--- src/logic/sie_event_defs.vh ---
// Function
// - Prefetch level in bits 3:0, words; trigger when buffered level reaches level plus one.
// - Prefetch level resets to 3, a four-word (16-byte) trigger.
// - A last-flagged buffer shorter than the level proceeds without waiting.
// - Bus-reset flag sets when the core's reset indication is removed.
// - Bus status flags clear only on a written one.
// - Unmasked bus status flags OR into one summary bit for top status 0.
// - Each source flag drives its own interrupt line; no masking here.
// - Source bit 6 sets on clear-feature endpoint-halt on any endpoint.
// - Source bit 5 sets when SET_CONFIGURATION is stored and readable.
// - After 3 ms idle drop to full speed, then 2 ms later set bit 4.
// - Source bit 2 sets on SETUP; a repeat SETUP drops it one cycle then resets it.
// - SETUP disables endpoint, flushes both endpoint 0 buffers, sets their flush flags.
// - Endpoint summary bits 7..0 are write/read summaries of endpoints 3..0.
// - Endpoint summary bits are read-only; cleared by clearing the endpoint event.
// - Each summary bit drives its endpoint interrupt line; endpoint 3 to aggregate group.
// - Stored configuration value, four bits, is the last one set by the host.
`ifndef SIE_EVENT_DEFS_VH
`define SIE_EVENT_DEFS_VH
`define ADDR_PREFETCH 16'h2C03
`define ADDR_BUS_STATUS 16'h2C08
`define ADDR_SOURCE 16'h2C0A
`define ADDR_EP_SUMMARY 16'h2C0C
`define ADDR_CONFIG 16'h2C01
`define PREFETCH_RESET 4'h3
`define BIT_BUS_RESET 0
`define BIT_HALT_CLR 6
`define BIT_CONFIG_SET 5
`define BIT_SUSPEND 4
`define BIT_INTF_SET 3
`define BIT_SETUP 2
`define CLK_MHZ 50
`define IDLE_FS_US 3000
`define IDLE_SUSP_US 2000
`define IDLE_FS_CYCLES (`IDLE_FS_US * `CLK_MHZ)
`define IDLE_SUSP_CYCLES (`IDLE_SUSP_US * `CLK_MHZ)
`endif

--- src/logic/usb_sie_event_status.v ---
`include "sie_event_defs.vh"
`timescale 1ns/10ps
`default_nettype none
module usb_sie_event_status #(
	parameter FS_CYCLES = `IDLE_FS_CYCLES,
	parameter SUSP_CYCLES = `IDLE_SUSP_CYCLES
) (
	input wire clk_in,
	input wire rst_in,
	input wire [15:0] addr_in,
	input wire wr_in,
	input wire [7:0] wdata_in,
	output reg [7:0] rdata_out,
	input wire core_reset_in,
	input wire [7:0] bus_event_mask_in,
	output wire top_status_0_out,
	input wire halt_clear_req_in,
	input wire set_config_req_in,
	input wire [3:0] config_value_in,
	input wire interface_set_flag_req_in,
	input wire setup_in,
	input wire bus_idle_in,
	output wire full_speed_out,
	output wire [7:0] source_irq_out,
	output reg ep0_disable_out,
	output reg ctrl_out_buffer_flush_out,
	output reg ctrl_in_buffer_flush_out,
	output reg [1:0] endpoint_flush_flag_out,
	input wire [3:0] ep_out_event_in,
	input wire [3:0] ep_in_event_in,
	output wire [7:0] ep_irq_out,
	input wire [4:0] fifo_level_in,
	input wire buf_last_in,
	input wire [15:0] buf_len_in,
	output wire prefetch_go_out
);
	// ========================================
	// Register writes
	reg [3:0] prefetch_level;
	reg [3:0] config_value;
	reg core_reset_d;
	reg setup_redo;
	wire bus_reset_flag;
	wire [6:2] src;
	wire suspend_pulse;
	wire wr_stat = wr_in && addr_in == `ADDR_BUS_STATUS;
	wire wr_src = wr_in && addr_in == `ADDR_SOURCE;
	always @(posedge clk_in) begin
		if (rst_in) begin
			prefetch_level <= `PREFETCH_RESET;
			config_value <= 4'h0;
			core_reset_d <= 1'b0;
			setup_redo <= 1'b0;
			ep0_disable_out <= 1'b0;
			ctrl_out_buffer_flush_out <= 1'b0;
			ctrl_in_buffer_flush_out <= 1'b0;
			endpoint_flush_flag_out <= 2'h0;
		end else begin
			if (wr_in && addr_in == `ADDR_PREFETCH)
				prefetch_level <= wdata_in[3:0];
			if (set_config_req_in)
				config_value <= config_value_in;
			core_reset_d <= core_reset_in;
			// Repeat SETUP while flag is high: drop for one cycle, then set again
			setup_redo <= setup_in && src[`BIT_SETUP];
			ctrl_out_buffer_flush_out <= setup_in;
			ctrl_in_buffer_flush_out <= setup_in;
			if (setup_in) begin
				ep0_disable_out <= 1'b1;
				endpoint_flush_flag_out <= 2'h3;
			end else if (wr_src && wdata_in[`BIT_SETUP]) begin
				// Software re-enables endpoint 0 by acknowledging the setup
				ep0_disable_out <= 1'b0;
				endpoint_flush_flag_out <= 2'h0;
			end
		end
	end
	// ========================================
	// Flags
	w1c_flag u_bus_reset (
		.clk_in(clk_in),
		.rst_in(rst_in),
		.set_in(core_reset_d && !core_reset_in),
		.clear_in(wr_stat && wdata_in[`BIT_BUS_RESET]),
		.flag_out(bus_reset_flag)
	);
	assign top_status_0_out = bus_reset_flag & bus_event_mask_in[`BIT_BUS_RESET];
	wire [6:2] src_set;
	wire [6:2] src_clr;
	assign src_set[`BIT_HALT_CLR] = halt_clear_req_in;
	assign src_set[`BIT_CONFIG_SET] = set_config_req_in;
	assign src_set[`BIT_SUSPEND] = suspend_pulse;
	assign src_set[`BIT_INTF_SET] = interface_set_flag_req_in;
	assign src_set[`BIT_SETUP] = (setup_in && !src[`BIT_SETUP]) || setup_redo;
	assign src_clr = wdata_in[6:2] & {5{wr_src}};
	wire [6:2] src_clr_eff = src_clr | {4'h0, setup_in && src[`BIT_SETUP]};
	genvar i;
	generate
		for (i = 2; i <= 6; i = i + 1) begin : g_src
			w1c_flag u_flag (
				.clk_in(clk_in),
				.rst_in(rst_in),
				.set_in(src_set[i]),
				.clear_in(src_clr_eff[i]),
				.flag_out(src[i])
			);
		end
	endgenerate
	assign source_irq_out = {1'b0, src, 2'h0};
	idle_timer #(
		.FS_CYCLES(FS_CYCLES),
		.SUSP_CYCLES(SUSP_CYCLES)
	) u_idle (
		.clk_in(clk_in),
		.rst_in(rst_in),
		.idle_in(bus_idle_in),
		.full_speed_out(full_speed_out),
		.suspend_pulse_out(suspend_pulse)
	);
	// ========================================
	// Endpoint summaries, read-only
	wire [7:0] ep_sum = {ep_out_event_in[3], ep_in_event_in[3], ep_out_event_in[2], ep_in_event_in[2],
		ep_out_event_in[1], ep_in_event_in[1], ep_out_event_in[0], ep_in_event_in[0]};
	assign ep_irq_out = ep_sum;
	// ========================================
	// Prefetch trigger
	assign prefetch_go_out = (fifo_level_in >= {1'b0, prefetch_level} + 5'h01) ||
		(buf_last_in && buf_len_in < {10'h000, prefetch_level, 2'h0});
	// ========================================
	// Read data, registered
	always @(posedge clk_in) begin
		if (rst_in)
			rdata_out <= 8'h00;
		else begin
			case (addr_in)
				`ADDR_PREFETCH: rdata_out <= {4'h0, prefetch_level};
				`ADDR_BUS_STATUS: rdata_out <= {7'h00, bus_reset_flag};
				`ADDR_SOURCE: rdata_out <= {1'b0, src, 2'h0};
				`ADDR_EP_SUMMARY: rdata_out <= ep_sum;
				`ADDR_CONFIG: rdata_out <= {4'h0, config_value};
				default: rdata_out <= 8'h00;
			endcase
		end
	end
endmodule // usb_sie_event_status
`default_nettype wire

--- src/logic/w1c_flag.v ---
`timescale 1ns/10ps
`default_nettype none
module w1c_flag (
	input wire clk_in,
	input wire rst_in,
	input wire set_in,
	input wire clear_in,
	output reg flag_out
);
	always @(posedge clk_in) begin
		if (rst_in)
			flag_out <= 1'b0;
		else if (set_in)
			flag_out <= 1'b1;
		else if (clear_in)
			flag_out <= 1'b0;
	end
endmodule // w1c_flag
`default_nettype wire

--- src/logic/idle_timer.v ---
`timescale 1ns/10ps
`default_nettype none
module idle_timer #(
	parameter FS_CYCLES = 150000,
	parameter SUSP_CYCLES = 100000
) (
	input wire clk_in,
	input wire rst_in,
	input wire idle_in,
	output reg full_speed_out,
	output reg suspend_pulse_out
);
	reg [23:0] count;
	reg phase;
	always @(posedge clk_in) begin
		if (rst_in || !idle_in) begin
			count <= 24'h000000;
			phase <= 1'b0;
			full_speed_out <= 1'b0;
			suspend_pulse_out <= 1'b0;
		end else begin
			suspend_pulse_out <= 1'b0;
			if (!phase) begin
				if (count == FS_CYCLES - 1) begin
					full_speed_out <= 1'b1;
					phase <= 1'b1;
					count <= 24'h000000;
				end else
					count <= count + 24'h000001;
			end else if (count == SUSP_CYCLES - 1) begin
				suspend_pulse_out <= 1'b1;
				count <= count + 24'h000001;
			end else if (count < SUSP_CYCLES - 1)
				count <= count + 24'h000001;
		end
	end
endmodule // idle_timer
`default_nettype wire

--- config.mk ---
export PLATFORM = sky130hd
export DESIGN_NAME = usb_sie_event_status
export DESIGN_NICKNAME = d
export VERILOG_FILES = /design/src/logic/usb_sie_event_status.v /design/src/logic/w1c_flag.v /design/src/logic/idle_timer.v
export VERILOG_INCLUDE_DIRS = /design/src /design/src/logic
export SDC_FILE = /design/constraint.sdc
export NUM_CORES = 1
export LEC_CHECK = 0
export BUFFER_PORTS_ARGS = -buffer_cell sky130_fd_sc_hd__clkbuf_2
export CORE_ASPECT_RATIO = 1.2
export CORE_UTILIZATION = 47
export CTS_CLUSTER_DIAMETER = 120
export DETAILED_ROUTE_END_ITERATION = 10
export PLACE_DENSITY = 0.76
export SLEW_MARGIN = 20
export SYNTH_ARGS = -nofsm -noshare
export SYNTH_HDL_FRONTEND = slang
export SYNTH_SLANG_ARGS = --single-unit
--- constraint.sdc ---
create_clock -name clk_in -period 2.5 [get_ports clk_in]
set_input_delay 0.125 -clock clk_in [delete_from_list [all_inputs] [get_ports clk_in]]
set_output_delay 0.125 -clock clk_in [all_outputs]
set_load 0.01 [all_outputs]
======== Yosys cells after proc, flatten, opt, wreduce, memory -nomap -nowiden ========
Cells that the tools add are included.
word-level totals
  flip-flop bits (word level) ............. 55
  input bits .............................. 75
cells by class
  muxes and demuxes ....................... 24
  $add $sub $neg .......................... 2
  equal/unequal tests ..................... 8
  bitwise logic cells ..................... 4
  order comparisons ....................... 3
  reduce and logical (&&, ||, !) cells .... 24
operator list
  cell                                                           count
  two-way mux 24 bit                                             4
  equality test 16 x 14 -> 1 bit (second input constant)         5
  one-hot mux 8 bit (5 select lines)                             1
  adder 24 x 1 -> 24 bit (second input constant)                 1
  equality test 24 x 17 -> 1 bit (second input constant)         1
  equality test 24 x 18 -> 1 bit (second input constant)         1
  less-than comparator 24 x 17 -> 1 bit (second input constant)  1
  two-way mux 1 bit                                              17
  less-than comparator 16 x 6 -> 1 bit                           1
  nonzero test 2 bit                                             7
  logical AND 1 bit                                              9
  adder 4 x 1 -> 5 bit (second input constant)                   1
  AND 5 bit                                                      1
  greater-or-equal comparator 5 bit                              1
  bitwise OR 5 x 1 -> 5 bit                                      1
  two-way mux 2 bit                                              2
  logical NOT 1 bit                                              3
  logical OR 1 bit                                               3
  inequality test 3 bit (second input constant)                  1
  AND reduction 2 bit                                            1
  OR reduction 2 bit                                             1
  AND 1 bit                                                      1
  inverter 1 bit                                                 1

======== Longest topological paths before layout ========
Gate-level depths: netlist (run 1).
  word-level depth ........................ 6
  mapped depth ............................ 7
  depth with buffers taken out ............ 7

======== Hierarchy ========
From an unflattened synthesis (run 1), not the netlist that was laid out.
second synthesis, totals
  cell total of the unflattened synthesis .. 359
  area total of the unflattened synthesis .. 3114.2 um^2
modules (own cells, without submodules)
  module                area an instance (um^2)  sequential area each (um^2)  instances  cells each
  idle_timer            1521.5                   540.5                        1          183
  usb_sie_event_status  1360.1                   400.4                        1          152
  w1c_flag              38.8                     20.0                         6          4

======== Least setup slack after synthesis (run 1) ========
OpenSTA, ideal clock, no wires.
  path kind ............................... register -> register
  start point ............................. reg u_idle.count[4]
  end point ............................... reg u_idle.count[11]
  cell stages (with the launch flop) ...... 7
  buffers on the path ..................... 1
  path slack .............................. 0.582 ns
  data required time ...................... 2.383 ns
  setup time .............................. 0.117 ns
  arrival ................................. 1.801 ns
  cell sequence ........................... dfxtp_1 -> or4b_4 -> nor4_4 -> and2_1 -> buf_6 -> o21ai_1 -> a32o_1
between the ends
  longest elaborated chain between the ends .. 4
  elaborated cells between the ends (all ways) .. 9
  those cells by class .................... 1 x add/sub; 1 x order compare; 3 x eq/ne; 4 x mux
RTL lines
  element                 line                                               text
  from (decl)             idle_timer.v:13                                    reg [23:0] count;
  from (signal assigned)  idle_timer.v:29                                    count <= count + 24'h000001;
  from (signal assigned)  idle_timer.v:32                                    count <= count + 24'h000001;
  from (signal assigned)  idle_timer.v:34                                    count <= count + 24'h000001;
  adder 24 x 1 -> 24 bit  idle_timer.v:29, idle_timer.v:32, idle_timer.v:34
  two-way mux 24 bit      idle_timer.v:33                                    end else if (count < SUSP_CYCLES - 1)
  two-way mux 24 bit      idle_timer.v:30                                    end else if (count == SUSP_CYCLES - 1) begin
  two-way mux 24 bit      idle_timer.v:23                                    if (!phase) begin
Several ways; a longest one is shown, not always the timed one. The select of a mux whose other input is x is not followed.
A chain may end at the register's enable or synchronous reset.

======== Final worst setup path (run 1) ========
  start point ............................. reg prefetch_level[0]
  end point ............................... out prefetch_go_out
between the ends
  longest elaborated chain between the ends .. 3
  elaborated cells between the ends (all ways) .. 5
  those cells by class .................... 1 x add/sub; 2 x order compare; 2 x reduce/logical
RTL lines
  element                                                                              line                                                    text
  from (decl)                                                                          usb_sie_event_status.v:39                               reg [3:0] prefetch_level;
  from (signal assigned)                                                               usb_sie_event_status.v:50                               prefetch_level <= `PREFETCH_RESET;
  from (signal assigned)                                                               usb_sie_event_status.v:60                               prefetch_level <= wdata_in[3:0];
  adder 4 x 1 -> 5 bit / less-than comparator 16 x 6 -> 1 bit (equally long branches)  usb_sie_event_status.v:127, usb_sie_event_status.v:128
  greater-or-equal comparator 5 bit / logical AND 1 bit (equally long branches)        usb_sie_event_status.v:127, usb_sie_event_status.v:128
  logical OR 1 bit (*)                                                                 usb_sie_event_status.v:127                              assign prefetch_go_out = (fifo_level_in >= {1'b0, prefetch_level} + 5'h01) ||
  to (decl)                                                                            usb_sie_event_status.v:35                               output wire prefetch_go_out
Mark *: on every way between the ends. The rest lies on a longest branch, timed or not.

==> results of run 1 <==
[through the flow]
stage | hold WS [ps] | utilization | cell area [um2] | std cells | power [mW]
3_5_place_dp | 352 | 0.553 | 3560 | 538 | 1.06
4_1_cts | 4.53 | 0.568 | 3660 | 546 | 1.57
3_3_place_gp | 346 | 0.553 | 3560 | 538 | 1.05
6_report | 16.9 | 0.568 | 3660 | 546 | 1.55
2_1_floorplan | 253 | - | 3140 | 382 | 0.990
5_1_grt | 34.2 | 0.568 | 3660 | 546 | 1.62
[sequential cells by signal (all words and copies together) (netlist names)]
signal / cells
u_idle.count: 24
rdata_out: 8
g_src.u_flag.flag_out: 5
config_value: 4
prefetch_level: 4
core_reset_d: 1
ctrl_in_buffer_flush_out: 1
endpoint_flush_flag_out: 1
setup_redo: 1
u_bus_reset.flag_out: 1
u_idle.full_speed_out: 1
u_idle.phase: 1
u_idle.suspend_pulse_out: 1
[logic make-up (layout without fill, tap and decap cells)]
group	count (synthesis)	after routing
AO/OA/AOI/OAI	81	81
XOR/XNOR	2	2
adder cells (fa/ha/maj)	10	10
buffers and inverters	64	143
flip-flops	53	53
multiplexers	15	15
other	1	3
AND/OR/NAND/NOR	154	154
[cells in the final DEF (no fill, tap or decap), drive strengths merged, types with 14 or more instances in the layout]
cell type | Yosys | final
o21ai | 17 | 17
nand3 | 17 | 17
nand2 | 30 | 30
nor2 | 27 | 27
clkbuf | 14 | 98
a21oi | 23 | 23
or3 | 15 | 15
buf | 23 | 16
dfxtp | 53 | 53
nor3 | 14 | 14
inv | 26 | 27
[Yosys cell counts, drive strengths merged (3+ instances only)]
| master | n | area, um2 |
|---|---|---|
| o22ai | 4 | 25.0 |
| and2 | 4 | 25.0 |
| o31ai | 3 | 36.3 |
| a21oi | 23 | 115 |
| o21ai | 17 | 88.8 |
| dfxtp | 53 | 1060 |
| nor2b | 5 | 31.3 |
| mux2 | 3 | 33.8 |
| nand2 | 30 | 113 |
| nor4b | 3 | 26.3 |
| a32oi | 6 | 52.6 |
| nand4 | 10 | 62.6 |
| nor3 | 14 | 70.1 |
| or3 | 15 | 100 |
| mux2i | 12 | 120 |
| a32o | 3 | 30.0 |
| clkbuf | 14 | 82.6 |
| buf | 23 | 178 |
| nor2 | 27 | 101 |
| nor3b | 3 | 22.5 |
| and4 | 4 | 35.0 |
| a22oi | 4 | 30.0 |
| inv | 26 | 97.6 |
| and3 | 3 | 20.0 |
| o2bb2ai | 3 | 26.3 |
| nand3 | 17 | 97.6 |
| nand2b | 3 | 18.8 |
| nor4 | 10 | 77.6 |
| a21o | 3 | 22.5 |
| ha | 10 | 125 |
[worst paths after layout]
check	startpoint	to	slack, ps	depth (start not counted)
max	prefetch_level[0]	prefetch_go_out	150	8
min	halt_clear_req_in	g_src[6].u_flag.flag_out	20	3
max reg2reg	u_idle.count[7]	u_idle.count[12]	170	6
min reg2reg	u_idle.suspend_pulse_out	g_src[4].u_flag.flag_out	440	2
[final cells by class]
class,count,area (um2),share of cell area
inverters,26,97.6,0.0267
repair buffers,109,586,0.160
clock inverters,3,25.0,0.00684
well taps,85,106,0.0291
flip-flops and latches,53,1060,0.290
multi-input cells,265,1710,0.469
clock buffers,5,68.8,0.0188
[worst max-delay path: stages (launching register included)]
cell      delay [ps]
dfxtp_1          450
ha_1             260
inv_1             60
ha_1             230
a21o_1           160
a21o_1           170
a21o_1           170
a221o_1          290
clkbuf_2         130
[power by group]
group          switching (mW)  total [mW]  internal [mW]
sequential             0.0101       0.868          0.858
clock                   0.308       0.511          0.203
combinational          0.0874       0.171         0.0836
total                   0.405        1.55           1.14
[routing by layer]
layer | global-route usage | wire [um] | up-vias
met5 | 0 | 0 | -
met4 | 0.0962 | 146 | 0
met3 | 0.0342 | 518 | 18
met2 | 0.414 | 3900 | 171
met1 | 0.266 | 3190 | 1380
li1 | - | - | 1517
==> metrics.cfg, run 1 <==
[drt]
drc = 0
drtPass1Iterations = 5
vias = 3086
wl_per_cell_um = 14.2
avgViaCountPerCell = 5.65
drt.antenna.violating_nets = 0
drt_iter0_markers = 167
wirelength_um = 7750

[cells_and_area]
area_growth_pct = 16.7
antenna_cells = 0
final_nets = 545
drive_gt1_frac = 0.286
nFillCells = 594

[setup_path]
criticalPathCategory = reg2out
crit_required_ps = 2380
cp-start-kind = register
end_kind = output port
cp.arrival_ps = 2230
critPathMaxFanout = 5

[grt]
grt_max_degree = 22
grt_pass1_wl_um = 13100
grt_pass1_vias = 2914
antenna_found_initial = 0
grt_use_total = 0.229
grt_overflow = 0

[flow_run]
cap_violations = 0

[cts]
holdBufCountCts = 0
cts_sinks = 53
post-cts-setup-buffers = 0
cts_resized = 0
clkLatencyLatePin_ps = 310
root_buffer = clkbuf_8
cts_buffer_depth = 2
htreeDepth = 2
clk_pin_slew_ps = 110
cts_buffers = 5
cts_tree = built

[logic_synthesis]
syn-cell-area_um2 = 3130
netlist_instances = 380
synth_xor_area_frac = 0.00559
synth_edf_count = 0
synth-main-ff-cell = dfxtp_1
synth.distinct_cells = 59
synth_mux_area_frac = 0.0491
synth_compound_area_frac = 0.174
yosysWarningCount = 0
synth_top_family_by_area = simple AND/OR/NAND/NOR gates
synthAdderAreaFrac = 0.0399
postSynth.asyncResetShare = 0
synth.avg_cell_area_um2 = 8.25
ys_ff_latch = 53
ys_seq_area_frac = 0.339
synthSimpleGateAreaFrac = 0.274

[sta]
period_share = 0.941
rsz0062_at_grt = no
worst_slew_pin_slew_ps = 509
relSlewSlack = 0.659
slew_violations = 0
setup_tns_ps = 0
final.min_clock_period_ps = 2350
max_freq_ghz = 0.425
setup_violations = 0
hold_violations = 0
setup_ws_ps = 146
skew_ps = 12.6

[status]
status = completed

[floorplan]
num_io_pins = 107
core_area_um2 = 6450
start_util = 0.486
die_x_um = 76.5
die_h_um = 91.5
dieArea_um2 = 7000
num_rows = 32

[placed_design]
gp_congestion = 0.937
port_buffers = 93
dp_hpwl_um = 6000
detailedPlace.worstSlack_ps = 254

[worst_hold_path]
hp-class = in2reg

[power]
ir_worst_vdd_v = 0.000230
p_leak_nw = 1.51
cellPowerDensity_nw_per_um2 = 424

No activity file was read; power rests on OpenSTA's default activity.
==> run 2: changes to the inputs <==
--- a/config.mk
+++ b/config.mk
@@ -8,3 +8,3 @@
 export LEC_CHECK = 0
-export BUFFER_PORTS_ARGS = -buffer_cell sky130_fd_sc_hd__clkbuf_2
+export BUFFER_PORTS_ARGS = -buffer_cell sky130_fd_sc_hd__buf_4
 export CORE_ASPECT_RATIO = 1.2
--- a/constraint.sdc
+++ b/constraint.sdc
@@ -3,2 +3,2 @@
 set_output_delay 0.125 -clock clk_in [all_outputs]
-set_load 0.01 [all_outputs]
+set_load 0.1 [all_outputs]
==> run 2 against run 1 <==
Net effect: sequential power about the same; die area unchanged; utilization rose by 3.4 points; via count decreased by 2.2%; hold slack better by 26 ps; clock skew down 7.2 ps; critical path depth unchanged.
==> metrics.cfg, run 2 (same netlist as run 1, synthesis figures left out) <==
[power]
ir_worst_vdd_v = 0.000307  ; +33%
combPwrFrac = 0.192  ; +0.082
p_sw_uw = 521  ; +29%
power_mw = 1.82  ; +18%
p_int_mw = 1.30  ; +14%
p_leak_nw = 1.56  ; +2.9%
cellPowerDensity_nw_per_um2 = 471  ; +11%
seqPwrFrac = 0.476  ; -0.084
p_clk_frac = 0.332  ; +0.002
switching_share = 0.286  ; +0.0240

[placed_design]
gp_congestion = 0.881  ; -6.0%
port_buffers = 93  ; unchanged
dp_hpwl_um = 6060  ; +0.87%
placed_area_um2 = 3750  ; +5.3%

[grt]
grt_overflow = 0  ; unchanged
grt_use_total = 0.231  ; +0.00223
grt_max_degree = 23  ; +4.5%
grt_pass1_vias = 2823  ; -3.1%
antenna_found_initial = 0  ; unchanged
grt_pass1_wl_um = 13100  ; -0.11%

[floorplan]
start_util = 0.486  ; unchanged
dieArea_um2 = 7000  ; unchanged
die_h_um = 91.5  ; unchanged
core_area_um2 = 6450  ; unchanged
num_io_pins = 107  ; unchanged
num_rows = 32  ; unchanged
die_x_um = 76.5  ; unchanged

[status]
status = completed

[setup_path]
cp-start-kind = register
cp.arrival_ps = 2270  ; +40 ps
criticalPathCategory = reg2out
critPathMaxFanout = 5  ; unchanged
crit_required_ps = 2380  ; about the same
end_kind = output port

[sta]
slew_violations = 0  ; unchanged
worst_slew_pin_slew_ps = 501  ; -8.29 ps
max_freq_ghz = 0.417  ; -1.8%
setup_tns_ps = 0  ; unchanged
setup_violations = 0  ; unchanged
hold_violations = 0  ; unchanged
relSlewSlack = 0.666  ; +0.00757
period_share = 0.959  ; +0.0174
final.min_clock_period_ps = 2400  ; +43.5 ps
rsz0062_at_grt = no
hold-worst-slack_ps = 43.3  ; +26.4 ps
skew_ps = 5.42  ; -7.18 ps

[drt]
drtPass1Iterations = 4  ; -1
drc = 0  ; unchanged
drt.antenna.violating_nets = 0  ; unchanged
vias = 3019  ; -2.2%
wl_per_cell_um = 14.4  ; +1.8%
wirelength_um = 7800  ; +0.63%
avgViaCountPerCell = 5.59  ; -1.1%
drt_iter0_markers = 136  ; -19%

[cts]
cts_tree = built
htreeDepth = 2  ; unchanged
clkLatencyLatePin_ps = 310  ; about the same
cts_buffer_depth = 2  ; unchanged
cts_sinks = 53  ; unchanged
cts_buffers = 5  ; unchanged
clk_pin_slew_ps = 90  ; -20 ps
root_buffer = clkbuf_8

[cells_and_area]
antenna_cells = 0  ; unchanged
final_core_util = 0.601  ; +0.0336
final_nets = 539  ; -1.1%
mostFrequentLayoutCells = buf_4, dfxtp_1, nand2_1
design_area_um2 = 3870  ; +5.9%
drive_gt1_frac = 0.281  ; -0.00502
largestRegisters = u_idle.count: 24 flops, rdata_out: 8 flops, g_src.u_flag.flag_out: 5 flops
top_register = u_idle.count
mostFrequentLayoutCell = buf_4
area_growth_pct = 23.6
largest_reg_flops = 24  ; unchanged

[worst_hold_path]
hp-class = in2reg

[flow_run]
cap_violations = 0  ; unchanged

[run 2: final cells by class]
type                    instances  area, um2
multi-input cells             265       1710
clock buffers                   6       82.6
inverters                      26       97.6
flip-flops and latches         53       1060
fillers                       572       2570
clock inverters                 2       37.5
well taps                      85        106
repair buffers                103        773
[run 2: path summary, 6_finish.rpt]
check	start	end	slack (ps)	cells past startpoint
max	prefetch_level[1]	prefetch_go_out	100	8
min	core_reset_in	core_reset_d	40	2
max reg2reg	u_idle.count[18]	u_idle.count[20]	300	5
min reg2reg	u_idle.suspend_pulse_out	g_src[4].u_flag.flag_out	430	2
[run 2: layer usage]
metal | track usage | part of all wire | vias up
met3 | 0.0432 | 0.058 | 18
met2 | 0.408 | 0.49 | 122
li1 | - | - | 1505
met5 | 0 | 0 | -
met4 | 0.0849 | 0.021 | 0
met1 | 0.276 | 0.43 | 1374
[run 2: through the flow]
step	cells	setup WS, ps
after floorplan	382	368
after global placement	532	369
after detailed placement	532	341
after CTS	540	49.8
after global routing	540	12.9
final	540	103
[run 2: repair_timing]
item,in CTS,in global routing
hold buffers,0,0
endpoints found under the setup margin,0,1
resized for setup,0,2
buffers inserted,0,0
[run 2: worst max-delay path, cell delays in order (launching register included)]
cell and delay, ps:
dfxtp_2 360, ha_1 270, inv_1 40, ha_1 270, a21o_1 150, a21o_1 170
a21o_1 180, a221o_1 290, buf_4 230
[run 2: power by group through the flow]
stage	combinational (mW)	sequential (mW)	clock (mW)
CTS	0.351	0.869	0.624
global placement	0.347	0.888	0
floorplan	0.234	0.900	0
finish	0.350	0.869	0.606
global route	0.368	0.871	0.661
detailed placement	0.350	0.889	0
